==> config.mk <==
export PLATFORM = sky130hd
export DESIGN_NAME = spb_status_budget_regs
export DESIGN_NICKNAME = d
export VERILOG_FILES = /design/src/hw/spb_pkg.sv /design/src/hw/spb_status_budget_regs.sv
export SDC_FILE = /design/constraint.sdc
export NUM_CORES = 1
export LEC_CHECK = 0
export BUFFER_PORTS_ARGS = -buffer_cell sky130_fd_sc_hd__buf_2
export CAP_MARGIN = 20
export CELL_PAD_IN_SITES_DETAIL_PLACEMENT = 0
export CELL_PAD_IN_SITES_GLOBAL_PLACEMENT = 1
export CORE_ASPECT_RATIO = 0.75
export CORE_MARGIN = 1
export CORE_UTILIZATION = 54
export DETAILED_ROUTE_END_ITERATION = 12
export PLACE_DENSITY_LB_ADDON = 0.1
export SYNTH_ARGS = -nofsm -noshare
export SYNTH_HDL_FRONTEND = slang
export SYNTH_SLANG_ARGS = --single-unit
==> constraint.sdc <==
create_clock -name pclk -period 2.9 [get_ports pclk]
set_input_delay 0.29 -clock pclk [delete_from_list [all_inputs] [get_ports pclk]]
set_output_delay 0.29 -clock pclk [all_outputs]
set_load 0.03 [all_outputs]
==> src/hw/spb_pkg.sv <==
// Package for the switch status and power budget register slice.
// Assumes an APB slave with 32-bit data and word-aligned byte addresses.
package spb_pkg;

  // Register byte addresses
  localparam logic [11:0] SPB_PBV_BASE      = 12'h0300;
  localparam logic [11:0] SPB_PBV_LAST      = 12'h0324;
  localparam logic [11:0] SPB_SWITCH_STATUS = 12'h0328;
  localparam logic [11:0] SPB_SWITCH_CTRL   = 12'h032C;
  localparam logic [11:0] SPB_BUDGET_INDEX  = 12'h0284;
  localparam logic [11:0] SPB_BUDGET_DATA   = 12'h0288;

  // Power budget array size
  localparam int          SPB_PBV_COUNT     = 10;
  localparam logic [7:0]  SPB_PBV_MAX_INDEX = 8'h09;

  // Synchroniser fill count after fundamental reset; straps latch on it
  localparam logic [2:0]  SPB_STRAP_FILL_LAST = 3'h4;

  // Status field positions
  localparam int SPB_MODE_LSB     = 0;
  localparam int SPB_MODE_MSB     = 2;
  localparam int SPB_DS_CCLK_BIT  = 5;
  localparam int SPB_US_CCLK_BIT  = 6;
  localparam int SPB_MGMT_BIT     = 7;
  localparam int SPB_REFCLK_BIT   = 8;
  localparam int SPB_HALT_BIT     = 9;
  localparam int SPB_LOCK_LSB     = 20;
  localparam int SPB_LOCK_MSB     = 22;
  localparam int SPB_MARKER_LSB   = 28;
  localparam int SPB_MARKER_MSB   = 31;

  // Control field positions
  localparam int SPB_GEN_UNLOCK_BIT = 3;
  localparam int SPB_PBV_UNLOCK_BIT = 4;

  // Operating mode codes
  localparam logic [2:0] SPB_MODE_NORMAL     = 3'h0;
  localparam logic [2:0] SPB_MODE_LOW_LAT    = 3'h2;
  localparam logic [2:0] SPB_MODE_LOAD_LOWLAT = 3'h3;

  // Lock state codes
  localparam logic [2:0] SPB_LOCK_NONE  = 3'h0;
  localparam logic [2:0] SPB_LOCK_FIRST = 3'h2;
  localparam logic [2:0] SPB_LOCK_LAST  = 3'h5;

  // Reset values
  localparam logic [31:0] SPB_WORD_ZERO   = 32'h0000_0000;
  localparam logic [3:0]  SPB_MARKER_RST  = 4'h0;
  localparam logic [2:0]  SPB_LOCK_RST    = 3'h0;

  // Elastic FIFO init values; the low latency one saves 8 ns
  localparam int          SPB_LATENCY_SAVING_NS = 8;
  localparam int          SPB_CLK_PERIOD_NS     = 10;
  localparam logic [3:0]  SPB_EFIFO_INIT_NORMAL = 4'h4;
  localparam logic [3:0]  SPB_EFIFO_INIT_LOWLAT = 4'h3;

endpackage : spb_pkg

==> src/hw/spb_status_budget_regs.sv <==
// Switch status and ten lockable power budget value registers on APB.
// Assumes straps and mode pins arrive asynchronously from pins, the lock
// state comes from the switch core on pclk, and hot_resetn is synchronous
// to pclk. presetn is the fundamental reset.
//
// The APB interface to the registers was decided locally.
`timescale 1ns/1ps

//////////////////////////////////////////////////////////////////////////////
// Overview of operation
// - Ten 32-bit budget value words live from byte address 0x300.
// - With budget unlock set, budget words read and write normally.
// - Budget unlock clear: budget words read-only, writes dropped.
// - Status bits 2:0 report operating mode pins; codes 4 and up reserved.
// - Low latency modes pick the smaller elastic FIFO initial value.
// - Status bit 5 holds downstream common clock strap from reset.
// - Status bit 6 holds upstream common clock strap from reset.
// - Status bit 7 holds management bus slow strap from reset.
// - Status bit 8 holds reference clock mode strap from reset.
// - Status bit 9 holds reset halt strap from reset.
// - Status bits 22:20 report lock state: 0 unlocked, 2..5 locked port.
// - Marker bits 31:28 reset to zero and survive hot reset.
// - Budget unlock is bit 4 of the switch control register.
// - Lockable fields, marker included, accept writes only with unlock.
// - Index selects budget word for readout; index above 9 reads zero.
module spb_status_budget_regs (
  input  wire logic        pclk,
  input  wire logic        presetn,
  input  wire logic        hot_resetn,
  input  wire logic        psel,
  input  wire logic        penable,
  input  wire logic        pwrite,
  input  wire logic [11:0] paddr,
  input  wire logic [31:0] pwdata,
  input  wire logic [3:0]  pstrb,
  output logic      [31:0] prdata,
  output logic             pready,
  output logic             pslverr,
  input  wire logic [2:0]  operating_mode_code,
  input  wire logic        downstream_common_clock_strap,
  input  wire logic        upstream_common_clock_strap,
  input  wire logic        mgmt_bus_slow_strap,
  input  wire logic        refclk_mode_strap,
  input  wire logic        reset_halt_strap,
  input  wire logic [2:0]  lock_state,
  output logic      [3:0]  elastic_fifo_init_value
);

  //////////////////////////////////////////////////////////////////////////
  // Pin synchronisers: three stages, change accepted when stages 2 and 3 agree
  logic [7:0] pin_s1;
  logic [7:0] pin_s2;
  logic [7:0] pin_s3;
  logic [7:0] pin_val;
  logic       strap_done;

  always_ff @(posedge pclk or negedge presetn) begin
    if (!presetn) begin
      pin_s1 <= 8'h00;
      pin_s2 <= 8'h00;
      pin_s3 <= 8'h00;
    end else begin
      pin_s1 <= {reset_halt_strap, refclk_mode_strap, mgmt_bus_slow_strap,
                 upstream_common_clock_strap, downstream_common_clock_strap,
                 operating_mode_code};
      pin_s2 <= pin_s1;
      pin_s3 <= pin_s2;
    end
  end

  // Filtered value follows only agreeing bits
  always_ff @(posedge pclk or negedge presetn) begin
    if (!presetn) begin
      pin_val <= 8'h00;
    end else begin
      for (int i = 0; i < 8; i++) begin
        if (pin_s2[i] == pin_s3[i]) begin
          pin_val[i] <= pin_s3[i];
        end
      end
    end
  end

  //////////////////////////////////////////////////////////////////////////
  // Strap capture: a reset cannot load a pin, so straps are caught by the
  // clock once the synchroniser has filled after fundamental reset release.
  logic [2:0] fill_cnt;
  logic [2:0] mode_q;
  logic [4:0] strap_q;

  always_ff @(posedge pclk or negedge presetn) begin
    if (!presetn) begin
      fill_cnt   <= 3'h0;
      strap_done <= 1'b0;
    end else if (!strap_done) begin
      fill_cnt <= 3'(fill_cnt + 3'h1);
      if (fill_cnt == spb_pkg::SPB_STRAP_FILL_LAST) begin
        strap_done <= 1'b1;
      end
    end
  end

  // Straps frozen after capture; mode pins likewise are configuration
  always_ff @(posedge pclk or negedge presetn) begin
    if (!presetn) begin
      mode_q  <= 3'h0;
      strap_q <= 5'h00;
    end else if (!strap_done && fill_cnt == spb_pkg::SPB_STRAP_FILL_LAST) begin
      mode_q  <= pin_val[2:0];
      strap_q <= pin_val[7:3];
    end
  end

  // Lower latency modes use the smaller elastic FIFO start value
  always_ff @(posedge pclk or negedge presetn) begin
    if (!presetn) begin
      elastic_fifo_init_value <= spb_pkg::SPB_EFIFO_INIT_NORMAL;
    end else if (mode_q == spb_pkg::SPB_MODE_LOW_LAT ||
                 mode_q == spb_pkg::SPB_MODE_LOAD_LOWLAT) begin
      elastic_fifo_init_value <= spb_pkg::SPB_EFIFO_INIT_LOWLAT;
    end else begin
      elastic_fifo_init_value <= spb_pkg::SPB_EFIFO_INIT_NORMAL;
    end
  end

  //////////////////////////////////////////////////////////////////////////
  // APB decode; every access completes in its first access cycle
  logic       wr_en;
  logic       rd_en;
  logic       pbv_hit;
  logic [3:0] pbv_idx;
  logic [31:0] wmask;

  assign wr_en   = psel && penable && pwrite;
  assign rd_en   = psel && penable && !pwrite;
  assign pbv_hit = (paddr >= spb_pkg::SPB_PBV_BASE) &&
                   (paddr <= spb_pkg::SPB_PBV_LAST) && (paddr[1:0] == 2'b00);
  assign pbv_idx = 4'(paddr[5:2]);
  assign wmask   = {{8{pstrb[3]}}, {8{pstrb[2]}}, {8{pstrb[1]}},
                    {8{pstrb[0]}}};

  //////////////////////////////////////////////////////////////////////////
  // Switch control bits held here: general unlock and budget unlock
  logic gen_unlock;
  logic pbv_unlock;

  always_ff @(posedge pclk or negedge presetn) begin
    if (!presetn) begin
      gen_unlock <= 1'b0;
      pbv_unlock <= 1'b0;
    end else if (wr_en && paddr == spb_pkg::SPB_SWITCH_CTRL) begin
      if (pstrb[0]) begin
        gen_unlock <= pwdata[spb_pkg::SPB_GEN_UNLOCK_BIT];
        if (gen_unlock) begin
          pbv_unlock <= pwdata[spb_pkg::SPB_PBV_UNLOCK_BIT];
        end
      end
    end
  end

  //////////////////////////////////////////////////////////////////////////
  // Budget value words: sticky, no reset beyond fundamental
  logic [31:0] pbv_mem [spb_pkg::SPB_PBV_COUNT];

  always_ff @(posedge pclk or negedge presetn) begin
    if (!presetn) begin
      for (int i = 0; i < spb_pkg::SPB_PBV_COUNT; i++) begin
        pbv_mem[i] <= spb_pkg::SPB_WORD_ZERO;
      end
    end else if (wr_en && pbv_hit && pbv_unlock) begin
      pbv_mem[pbv_idx] <= (pbv_mem[pbv_idx] & ~wmask) | (pwdata & wmask);
    end
  end

  // Readout index, 8 bits
  logic [7:0] budget_value_index;

  always_ff @(posedge pclk or negedge presetn) begin
    if (!presetn) begin
      budget_value_index <= 8'h00;
    end else if (wr_en && paddr == spb_pkg::SPB_BUDGET_INDEX && pstrb[0]) begin
      budget_value_index <= pwdata[7:0];
    end
  end

  //////////////////////////////////////////////////////////////////////////
  // Marker: cleared by fundamental reset only, hot reset leaves it alone
  logic [3:0] marker;

  always_ff @(posedge pclk or negedge presetn) begin
    if (!presetn) begin
      marker <= spb_pkg::SPB_MARKER_RST;
    end else if (wr_en && paddr == spb_pkg::SPB_SWITCH_STATUS &&
                 pstrb[3] && gen_unlock) begin
      marker <=
        pwdata[spb_pkg::SPB_MARKER_MSB:spb_pkg::SPB_MARKER_LSB];
    end
  end

  // Lock state follows the core; hot reset clears it
  logic [2:0] lock_q;

  always_ff @(posedge pclk or negedge presetn) begin
    if (!presetn) begin
      lock_q <= spb_pkg::SPB_LOCK_RST;
    end else if (!hot_resetn) begin
      lock_q <= spb_pkg::SPB_LOCK_RST;
    end else begin
      lock_q <= lock_state;
    end
  end

  //////////////////////////////////////////////////////////////////////////
  // Status word assembly; reserved bits stay zero
  logic [31:0] status_word;

  always_comb begin
    status_word = spb_pkg::SPB_WORD_ZERO;
    status_word[spb_pkg::SPB_MODE_MSB:spb_pkg::SPB_MODE_LSB] = mode_q;
    status_word[spb_pkg::SPB_DS_CCLK_BIT] = strap_q[0];
    status_word[spb_pkg::SPB_US_CCLK_BIT] = strap_q[1];
    status_word[spb_pkg::SPB_MGMT_BIT]    = strap_q[2];
    status_word[spb_pkg::SPB_REFCLK_BIT]  = strap_q[3];
    status_word[spb_pkg::SPB_HALT_BIT]    = strap_q[4];
    status_word[spb_pkg::SPB_LOCK_MSB:spb_pkg::SPB_LOCK_LSB] = lock_q;
    status_word[spb_pkg::SPB_MARKER_MSB:spb_pkg::SPB_MARKER_LSB] = marker;
  end

  // Read mux; unmapped addresses read zero with an error
  logic [31:0] next_prdata;
  logic        next_err;

  always_comb begin
    next_prdata = spb_pkg::SPB_WORD_ZERO;
    next_err    = 1'b0;
    if (pbv_hit) begin
      next_prdata = pbv_mem[pbv_idx];
    end else begin
      case (paddr)
        spb_pkg::SPB_SWITCH_STATUS: next_prdata = status_word;
        spb_pkg::SPB_SWITCH_CTRL: begin
          next_prdata[spb_pkg::SPB_GEN_UNLOCK_BIT] = gen_unlock;
          next_prdata[spb_pkg::SPB_PBV_UNLOCK_BIT] = pbv_unlock;
        end
        spb_pkg::SPB_BUDGET_INDEX: next_prdata[7:0] = budget_value_index;
        spb_pkg::SPB_BUDGET_DATA: begin
          if (budget_value_index <= spb_pkg::SPB_PBV_MAX_INDEX) begin
            next_prdata = pbv_mem[budget_value_index[3:0]];
          end
        end
        default: next_err = 1'b1;
      endcase
    end
  end

  // Registered answer in the first access cycle
  always_ff @(posedge pclk or negedge presetn) begin
    if (!presetn) begin
      prdata  <= spb_pkg::SPB_WORD_ZERO;
      pready  <= 1'b0;
      pslverr <= 1'b0;
    end else begin
      pready  <= psel && !penable;
      pslverr <= psel && !penable && next_err;
      prdata  <= (psel && !penable && !pwrite) ? next_prdata
                                               : spb_pkg::SPB_WORD_ZERO;
    end
  end
endmodule : spb_status_budget_regs

Word-level counts from Yosys, hierarchy flattened:

Cells that the tools add are included.

* bits in registers: 419
* bits in latches: 0
* RAM bits: 0
* bits in read-only memories: 0
* output and inout port bits: 38
* logic and storage cells: 109
* memories kept: 0

* add/sub/neg operators: 1
* $mul: 0
* divide/modulo/power cells: 0
* order comparisons: 6
* equal/unequal tests: 15
* shifts and indexed selects: 0
* muxes and demuxes: 22
* bitwise gates (word level): 6
* reduce and logical (&&, ||, !) cells: 25

Operators by type and width (count)
* $bwmux W320: 1
* $bmux W32 S4: 2
* $mux W32: 8
* $demux W32 S4: 1
* $and A32 B32 Y32: 2
* $eq A12 B10 Y1 const B: 4
* $pmux W24 S2: 1
* $not A32 Y32: 1
* $or A32 B32 Y32: 1
* $pmux W3 S3: 2
* $logic_and A1 B1 Y1: 17
* $ge A12 B10 Y1 const B: 1
* $le A12 B10 Y1 const B: 1
* $ge A5 B5 Y1 const B: 2
* $not A4 Y5: 2
* $eq A1 B1 Y1: 8
* $le A8 B4 Y1 const B: 1
* $eq A3 B2 Y1 const B: 2
* $mux W3: 2
* $pmux W2 S3: 1
* $lt A5 B1 Y1 const B: 1
* $mux W1: 4
* $reduce_or A4 Y1: 1
* $add A3 B1 Y3 const B: 1
* 6 further kinds: 8

Logic depth before layout (Yosys ltp):

Gate-level depths: netlist of run 1.

* word-level depth: 8
* mapped depth: 10
* depth with buffers taken out: 5

Worst setup path before layout of run 1:

Ideal clock, no wire load.

* path type: input port to flip-flop
* from: in paddr[2]
* to: reg pbv_mem[205] in the netlist's numbering
* setup time: 0.137 ns
* data arrival time: 1.942 ns
* required time: 2.763 ns
* setup slack: 0.821 ns
* cell stages on the path: 7
* cells stage by stage: buf_2 -> buf_2 -> mux4_2 -> mux2i_1 -> nand2_1 -> a31oi_2 -> a21oi_1

* word-level cells in the longest chain between the ends: 7
* elaborated cells between the ends (all ways): 18
* those cells by class: order compare: 4; mux: 6; bitwise: 3; reduce/logical: 5

Ends and longest elaborated chain
* start, declared: RTL line spb_status_budget_regs.sv:33 `input wire logic [11:0] paddr,`
* $not A4 Y5: RTL line spb_status_budget_regs.sv:171 `pbv_mem[pbv_idx] <= (pbv_mem[pbv_idx] & ~wmask) | (pwdata & wmask);`
* $bmux W32 S4: RTL line spb_status_budget_regs.sv:171
* $mux W32 (implied by the code) (2 in a row): RTL line spb_status_budget_regs.sv:171
* $and A32 B32 Y32: RTL line spb_status_budget_regs.sv:171
* $or A32 B32 Y32: RTL line spb_status_budget_regs.sv:171
* $bwmux W320: RTL line spb_status_budget_regs.sv:171
* end signal, assigned by index: RTL line spb_status_budget_regs.sv:168 `pbv_mem[i] <= spb_pkg::SPB_WORD_ZERO;`
* end signal, assigned by index: RTL line spb_status_budget_regs.sv:171
* end, declared: RTL line spb_status_budget_regs.sv:163 `logic [31:0] pbv_mem [spb_pkg::SPB_PBV_COUNT];`

Parallel ways exist; a longest one is shown, timed or not. The select of a mux whose other input is x is not followed.
A chain may end at the register's enable or synchronous reset.

Worst setup path after layout of run 1:

* from: reg budget_value_index[0]
* to: reg prdata[20]

* word-level cells in the longest chain between the ends: 8
* elaborated cells between the ends (all ways): 9
* those cells by class: order compare: 1; mux: 7; bitwise: 1

Ends and longest elaborated chain
* start, declared: RTL line spb_status_budget_regs.sv:176 `logic [7:0] budget_value_index;`
* start signal, assigned: RTL line spb_status_budget_regs.sv:182 `budget_value_index <= pwdata[7:0];`
* $not A4 Y5 (implied by the code): RTL line spb_status_budget_regs.sv:248 `next_prdata = pbv_mem[budget_value_index[3:0]];`
* $bmux W32 S4: RTL line spb_status_budget_regs.sv:248
* $mux W32 (implied by the code) (2 in a row): RTL line spb_status_budget_regs.sv:248
* $mux W32 (*): RTL line spb_status_budget_regs.sv:247 `if (budget_value_index <= spb_pkg::SPB_PBV_MAX_INDEX) begin`
* $pmux W24 S2 (*): RTL line spb_status_budget_regs.sv:239 `case (paddr)`
* $mux W32 (*): RTL line spb_status_budget_regs.sv:236 `if (pbv_hit) begin`
* $mux W32 (*): RTL line spb_status_budget_regs.sv:265 `prdata <= (psel && !penable && !pwrite) ? next_prdata`
* end signal, assigned: RTL line spb_status_budget_regs.sv:259 `prdata <= spb_pkg::SPB_WORD_ZERO;`
* end signal, assigned: RTL line spb_status_budget_regs.sv:265
* end, declared: RTL line spb_status_budget_regs.sv:36 `output logic [31:0] prdata,`

Every way passes the cells marked *; elsewhere a longest branch is shown, timed or not. The select of a mux whose other input is x is not followed.

==> out/qor.txt, run 1 <==
Seq cells post-synth - 417
# rows - 62
Fillers - 3,139
Buffers on Ports - 101
Via/cell ratio - 6.27
Initial antenna violation count - 1
Worst Skew - 16.5 ps
GRT Residual Overflow - 0
Leak pwr - 10.9 nW
Setup Viol. Count Final - 0
Post-DP HPWL - 38.8 mm
Initial DRC count - 1,484
Core area - 38,600 µm²
Vias - 15,800
FFs w/ async S/R, synth - 1.00
TritonCTS Buffers - 43
Post-cts sizing count - 0
RSZ-0062 raised after global routing - false
Synthesized cell area - 21,200 µm²
Post-route ant nets - 0
Layout area overhead - 13.6%
Setup TNS - 0 ps
Root Driver - clkbuf_16
TritonCTS clock tree - done
Clock transition at path regs - 70 ps
Most common cell after layout, fill and taps aside - dfrtp_1
CP required - 3290 ps
Post-synth EDFFs - 0
Clk_lat worst skew - 560 ps
CTS H-Tree Depth - 2
Yosys cell types - 72
Vias in the first global route - 15,700
Post-Syn Instances - 1,886
Clk buf depth - 3
Setup Fix Bufs, Post-CTS - 0
Initial core utilization - 0.551
DIE HEIGHT - 174 µm
Average size of a mapped cell - 11.3 µm²
PD cells - 518 nW/µm²
Die area - 40,100 µm²
Largest net degree at the start of global routing - 79
Tightest Hold Check Type - input pin to flip-flop
Critical setup path kind - flip-flop to flip-flop
Fmax - 0.406 GHz
Max Cap Viol - 0
Tcrit/Tclk final - 0.848
Arrival time at the worst endpoint - 2860 ps
DR DRC count - 0
Wire per inst - 24.5 µm
Die width - 231 µm
Final WL - 61.7 mm
Final Slew Violations - 0
Register area - 10,400 µm²
Critical Path End Type - flip-flop
Top Ports - 103
Maximum VDD drop - 0.434 mV
Multi-input logic area - 9870 µm²
Filler-free cell count of the finished design - 2,522
Final nets - 2,044
Outcome - completed
Sequential area share after synthesis - 0.491
Commonest non-fill, non-tap cells in the layout - dfrtp_1, nor2_1, a21oi_1
Layout cell share with drive strength beyond 1 - 0.229
Syn_nets - 1,953
Clock sink count - 417
First-pass GRT wire length - 96.2 mm
ANT cells - 0
Worst-path maximum fanout - 25
Tmin final - 2460 ps
CP Launch Type - flip-flop
Slew margin rel. - 0.557
DRT Pass-1 Iters - 5
Ys flop type - dfrtp_1
Worst-margin pin slew - 665 ps
GPL Wtd Cong - 0.857
Worst hold slack - 29.8 ps
Hold Vio Cnt, Final - 0
GRT Util Overall - 0.317
Syn. warnings - 0
Dpl cells - 2,423
==> area by class of cell <==
class	count	area share
Tap cell	512	0.0266
Clock buffer	60	0.0523
Timing Repair Buffer	204	0.0677
Inverter	15	0.00233
Multi-Input combinational cell	1296	0.409
Sequential cell	417	0.433
Clock inverter	18	0.00913
==> where the power goes <==
| part | total, mW | internal (mW) | switching [mW] | leakage [nW] |
|---|---|---|---|---|
| Clock | 5.85 | 3.48 | 2.37 | 0.734 |
| Combinational | 0.774 | 0.243 | 0.531 | 4.46 |
| Sequential | 5.89 | 5.86 | 0.0248 | 5.68 |
==> cell families after synthesis <==
| logic type | after synthesis | synth area share |
|---|---|---|
| buffers and inverters | 173 | 0.0447 |
| DFF | 417 | 0.491 |
| AOI/OAI and AO/OA | 493 | 0.145 |
| and+or+nand+nor | 536 | 0.111 |
| other | 1 | 0.000177 |
| muxes | 254 | 0.201 |
| adders and majority gates | 10 | 0.00495 |
| xor gates and xnor gates | 2 | 0.000825 |
==> layer usage <==
metal	GRT usage	routed length [µm]	part of all wire
met5	0	12	0.00019
met4	0.0781	1260	0.020
met2	0.477	28100	0.46
met1	0.482	27700	0.45
met3	0.0492	4670	0.076
==> cells in the mapped netlist (7+ instances only) <==
library cell / count / area share
a21oi_1: 332 / 0.078
a22oi_1: 11 / 0.0039
a311oi_1: 7 / 0.0029
a31oi_1: 13 / 0.0038
a31oi_4: 18 / 0.018
a32o_1: 11 / 0.0052
and2_1: 26 / 0.0077
and3_1: 23 / 0.0068
buf_2: 71 / 0.017
buf_4: 21 / 0.0074
buf_6: 15 / 0.0080
clkbuf_1: 46 / 0.0081
dfrtp_1: 416 / 0.49
inv_1: 10 / 0.0018
maj3_1: 8 / 0.0038
mux2_2: 41 / 0.022
mux2i_1: 84 / 0.040
mux4_1: 18 / 0.022
mux4_2: 109 / 0.12
nand2_1: 67 / 0.012
nand3_1: 22 / 0.0052
nor2_1: 345 / 0.061
nor2b_1: 11 / 0.0032
nor3_1: 7 / 0.0016
nor4_1: 7 / 0.0021
o21ai_0: 34 / 0.0080
o21ai_1: 21 / 0.0049
==> through the flow <==
step	setup WS [ps]	utilization	area (µm²)	power [mW]
after floorplan	821	-	21200	6.38
after global placement	374	0.582	22400	6.73
after detailed placement	314	0.582	22400	6.74
after CTS	435	0.626	24100	12.6
after global routing	296	0.626	24100	12.9
final	440	0.626	24100	12.5
==> critical path, cell delays in order, from the launching register on <==
cell,delay [ps]
dfrtp_4,800
buf_12,300
mux2i_1,400
nor4_1,90
a311oi_1,460
a211oi_1,230
==> state kept, by name, indices dropped and copies added (netlist names), 3 cells and up <==
name	count
budget_value_index	8
pin_s1	8
lock_q	3
prdata	32
fill_cnt	3
mode_q	3
strap_q	5
pbv_mem	320
pin_s2	8
pin_val	8
marker	4
pin_s3	8
==> final timing paths <==
| kind | start | end | slack [ps] | cells past startpoint |
|---|---|---|---|---|
| setup / recovery | budget_value_index[0] | prdata[20] | 440 | 5 |
| hold / removal | penable | pready | 30 | 2 |
| setup reg to reg | budget_value_index[0] | prdata[20] | 440 | 5 |
| hold reg to reg | pin_s1[1] | pin_s2[1] | 350 | 0 |
| max in group asynchronous | presetn | pbv_mem[154] | 1660 | 3 |
| min in group asynchronous | presetn | prdata[24] | 310 | 2 |
==> what timing repair did <==
item,4_1_cts,5_1_grt
setup endpoints to repair,0,0
hold endpoints to repair,88,0
hold buffers,21,0
No activity file was read; power rests on OpenSTA's default activity.
==> inputs of run 2 (changes only) <==
CORE_UTILIZATION = 50   (was 54)
clock period = 2.5 ns   (was 2.9 ns; I/O delays follow)
==> run 2 against run 1 <==
Hold slack gained 44 ps. Register-to-register slack got worse by 310 ps. Critical path depth rose by 2. Combinational power grew 21%. Global-route usage shrank 1.8 points. Sequential share of layout area shrank 0.62 points. Clock skew is 1.7 ps higher. Fmax is 3.9% higher. Power is 13% higher. Critical path type unchanged. Critical endpoint is now prdata[21]. Largest cell class unchanged. Largest power group unchanged.
==> out/qor.txt, run 2 (synthesis results as in run 1) <==
Reg with most FFs - pbv_mem (unchanged)
Largest net degree at the start of global routing - 67 (was 79)
Top Ports - 103 (unchanged)
Max FFs per register - 320 (unchanged)
Layout area overhead - 15.2% (was 13.6%)
Post-DP HPWL - 40.9 mm (was 38.8 mm)
Most common cell after layout, fill and taps aside - dfrtp_1 (unchanged)
Via/cell ratio - 6.06 (was 6.27)
Worst-margin pin slew - 580 ps (was 665 ps)
CP Launch Type - flip-flop (unchanged)
Clock sink count - 417 (unchanged)
Setup WS pre-CTS - -21.8 ps (was 314 ps)
TritonCTS Buffers - 43 (unchanged)
Setup Fix Bufs, Post-CTS - 0 (unchanged)
Total chip power - 14.2 mW (was 12.5 mW)
Initial core utilization - 0.514 (was 0.551)
CTS H-Tree Depth - 2 (unchanged)
DIE HEIGHT - 180 µm (was 174 µm)
Tmin final - 2370 ps (was 2460 ps)
Design Area, Final - 24,500 µm² (was 24,100 µm²)
Layout cell share with drive strength beyond 1 - 0.235 (was 0.229)
Wire per inst - 24.3 µm (was 24.5 µm)
Final nets - 2,075 (was 2,044)
Commonest non-fill, non-tap cells in the layout - dfrtp_1, nor2_1, a21oi_1 (unchanged)
Initial antenna violation count - 1 (unchanged)
CP required - 2930 ps (was 3290 ps)
Post-Place Cell Area - 22,800 µm² (was 22,400 µm²)
Dpl cells - 2,495 (was 2,423)
First-pass GRT wire length - 96.9 mm (was 96.2 mm)
Core area - 41,300 µm² (was 38,600 µm²)
Final Slew Violations - 0 (unchanged)
Vias in the first global route - 15,600 (was 15,700)
Setup ws final - 132 ps (was 440 ps)
Hold Vio Cnt, Final - 0 (unchanged)
Root Driver - clkbuf_16 (unchanged)
Final WL - 63.3 mm (was 61.7 mm)
Leak pwr - 11.0 nW (was 10.9 nW)
Tightest Hold Check Type - input pin to flip-flop (unchanged)
Worst-path maximum fanout - 16 (was 25)
Clk_lat worst skew - 560 ps (about the same)
Setup Viol. Count Final - 0 (unchanged)
Post-layout util - 0.592 (was 0.626)
Die area - 43,300 µm² (was 40,100 µm²)
DRT Pass-1 Iters - 5 (unchanged)
Outcome - completed (unchanged)
Worst Skew - 18.1 ps (was 16.5 ps)
Max Cap Viol - 0 (unchanged)
PD cells - 578 nW/µm² (was 518 nW/µm²)
Die width - 240 µm (was 231 µm)
RSZ-0062 raised after global routing - false (unchanged)
Vias - 15,800 (about the same)
Maximum VDD drop - 0.528 mV (was 0.434 mV)
GPL Wtd Cong - 0.848 (was 0.857)
Clk buf depth - 3 (unchanged)
Arrival time at the worst endpoint - 2790 ps (was 2860 ps)
# rows - 64 (was 62)
Fmax - 0.422 GHz (was 0.406 GHz)
Post-route ant nets - 0 (unchanged)
GRT Residual Overflow - 0 (unchanged)
Clock transition at path regs - 70 ps (about the same)
Critical setup path kind - flip-flop to flip-flop (unchanged)
GRT Util Overall - 0.299 (was 0.317)
Largest registers - pbv_mem x320, prdata x32 (unchanged)
Critical Path End Type - flip-flop (unchanged)
DR DRC count - 0 (unchanged)
Slew margin rel. - 0.613 (was 0.557)
Buffers on Ports - 101 (unchanged)
Filler-free cell count of the finished design - 2,603 (was 2,522)
TritonCTS clock tree - done (unchanged)
Initial DRC count - 1,381 (was 1,484)
Tcrit/Tclk final - 0.947 (was 0.848)
==> run 2: cell types whose count changed in the layout (fill, tap and decap cells not counted), sizes merged <==
cell and change:
clkbuf +8, inv +1, diode +1, bufinv -4, buf +24, clkinvlp -1
dlygate4sd3 +7, clkinv -4
==> run 2: final cells by class <==
cell class                 count  area (µm²)
antenna                        1        2.50
clock buffer                  68        1300
clock inverter                10        81.3
fill                        3445       16800
inverter                      15        56.3
multi-input combinational   1296        9880
sequential                   417       10400
tap                          561         702
timing repair buffer         235        2010
==> run 2: report_power, final <==
group | switching [mW] | internal (mW)
logic | 0.625 | 0.313
clock network | 2.71 | 3.68
registers | 0.0299 | 6.80
==> run 2: through the flow <==
stage	setup TNS (ps)	hold WS, ps
after floorplan	0	-45.6
after global placement	0	224
after detailed placement	-126	223
after CTS	0	29.7
after global routing	0	36.3
final	0	73.7
==> run 2: what timing repair did <==
item,in CTS,in global routing
hold endpoints to repair,77,0
endpoints found under the setup margin,1,1
hold buffers,28,0
gates resized for setup,1,1
==> run 2: worst paths after layout <==
check / start / to / slack [ps] / depth (start not counted)
hold / removal: psel / pready / 70 / 2
setup / recovery: budget_value_index[0] / prdata[21] / 130 / 7
hold reg to reg: pin_s1[3] / pin_s2[3] / 350 / 0
min in group asynchronous: presetn / pbv_mem[283] / 240 / 2
setup reg to reg: budget_value_index[0] / prdata[21] / 130 / 7
max in group asynchronous: presetn / pbv_mem[295] / 1490 / 3
==> run 2: critical path: stages (launching register included) <==
cell,delay (ps)
dfrtp_4,610
buf_12,240
buf_4,200
buf_4,170
mux2i_1,380
nor4_1,90
a311oi_1,400
a211oi_1,130
==> run 2: per-layer routing <==
layer,GRT usage,share of wire
met1,0.459,0.47
met2,0.437,0.44
met3,0.0567,0.069
met4,0.0736,0.021
met5,0,0
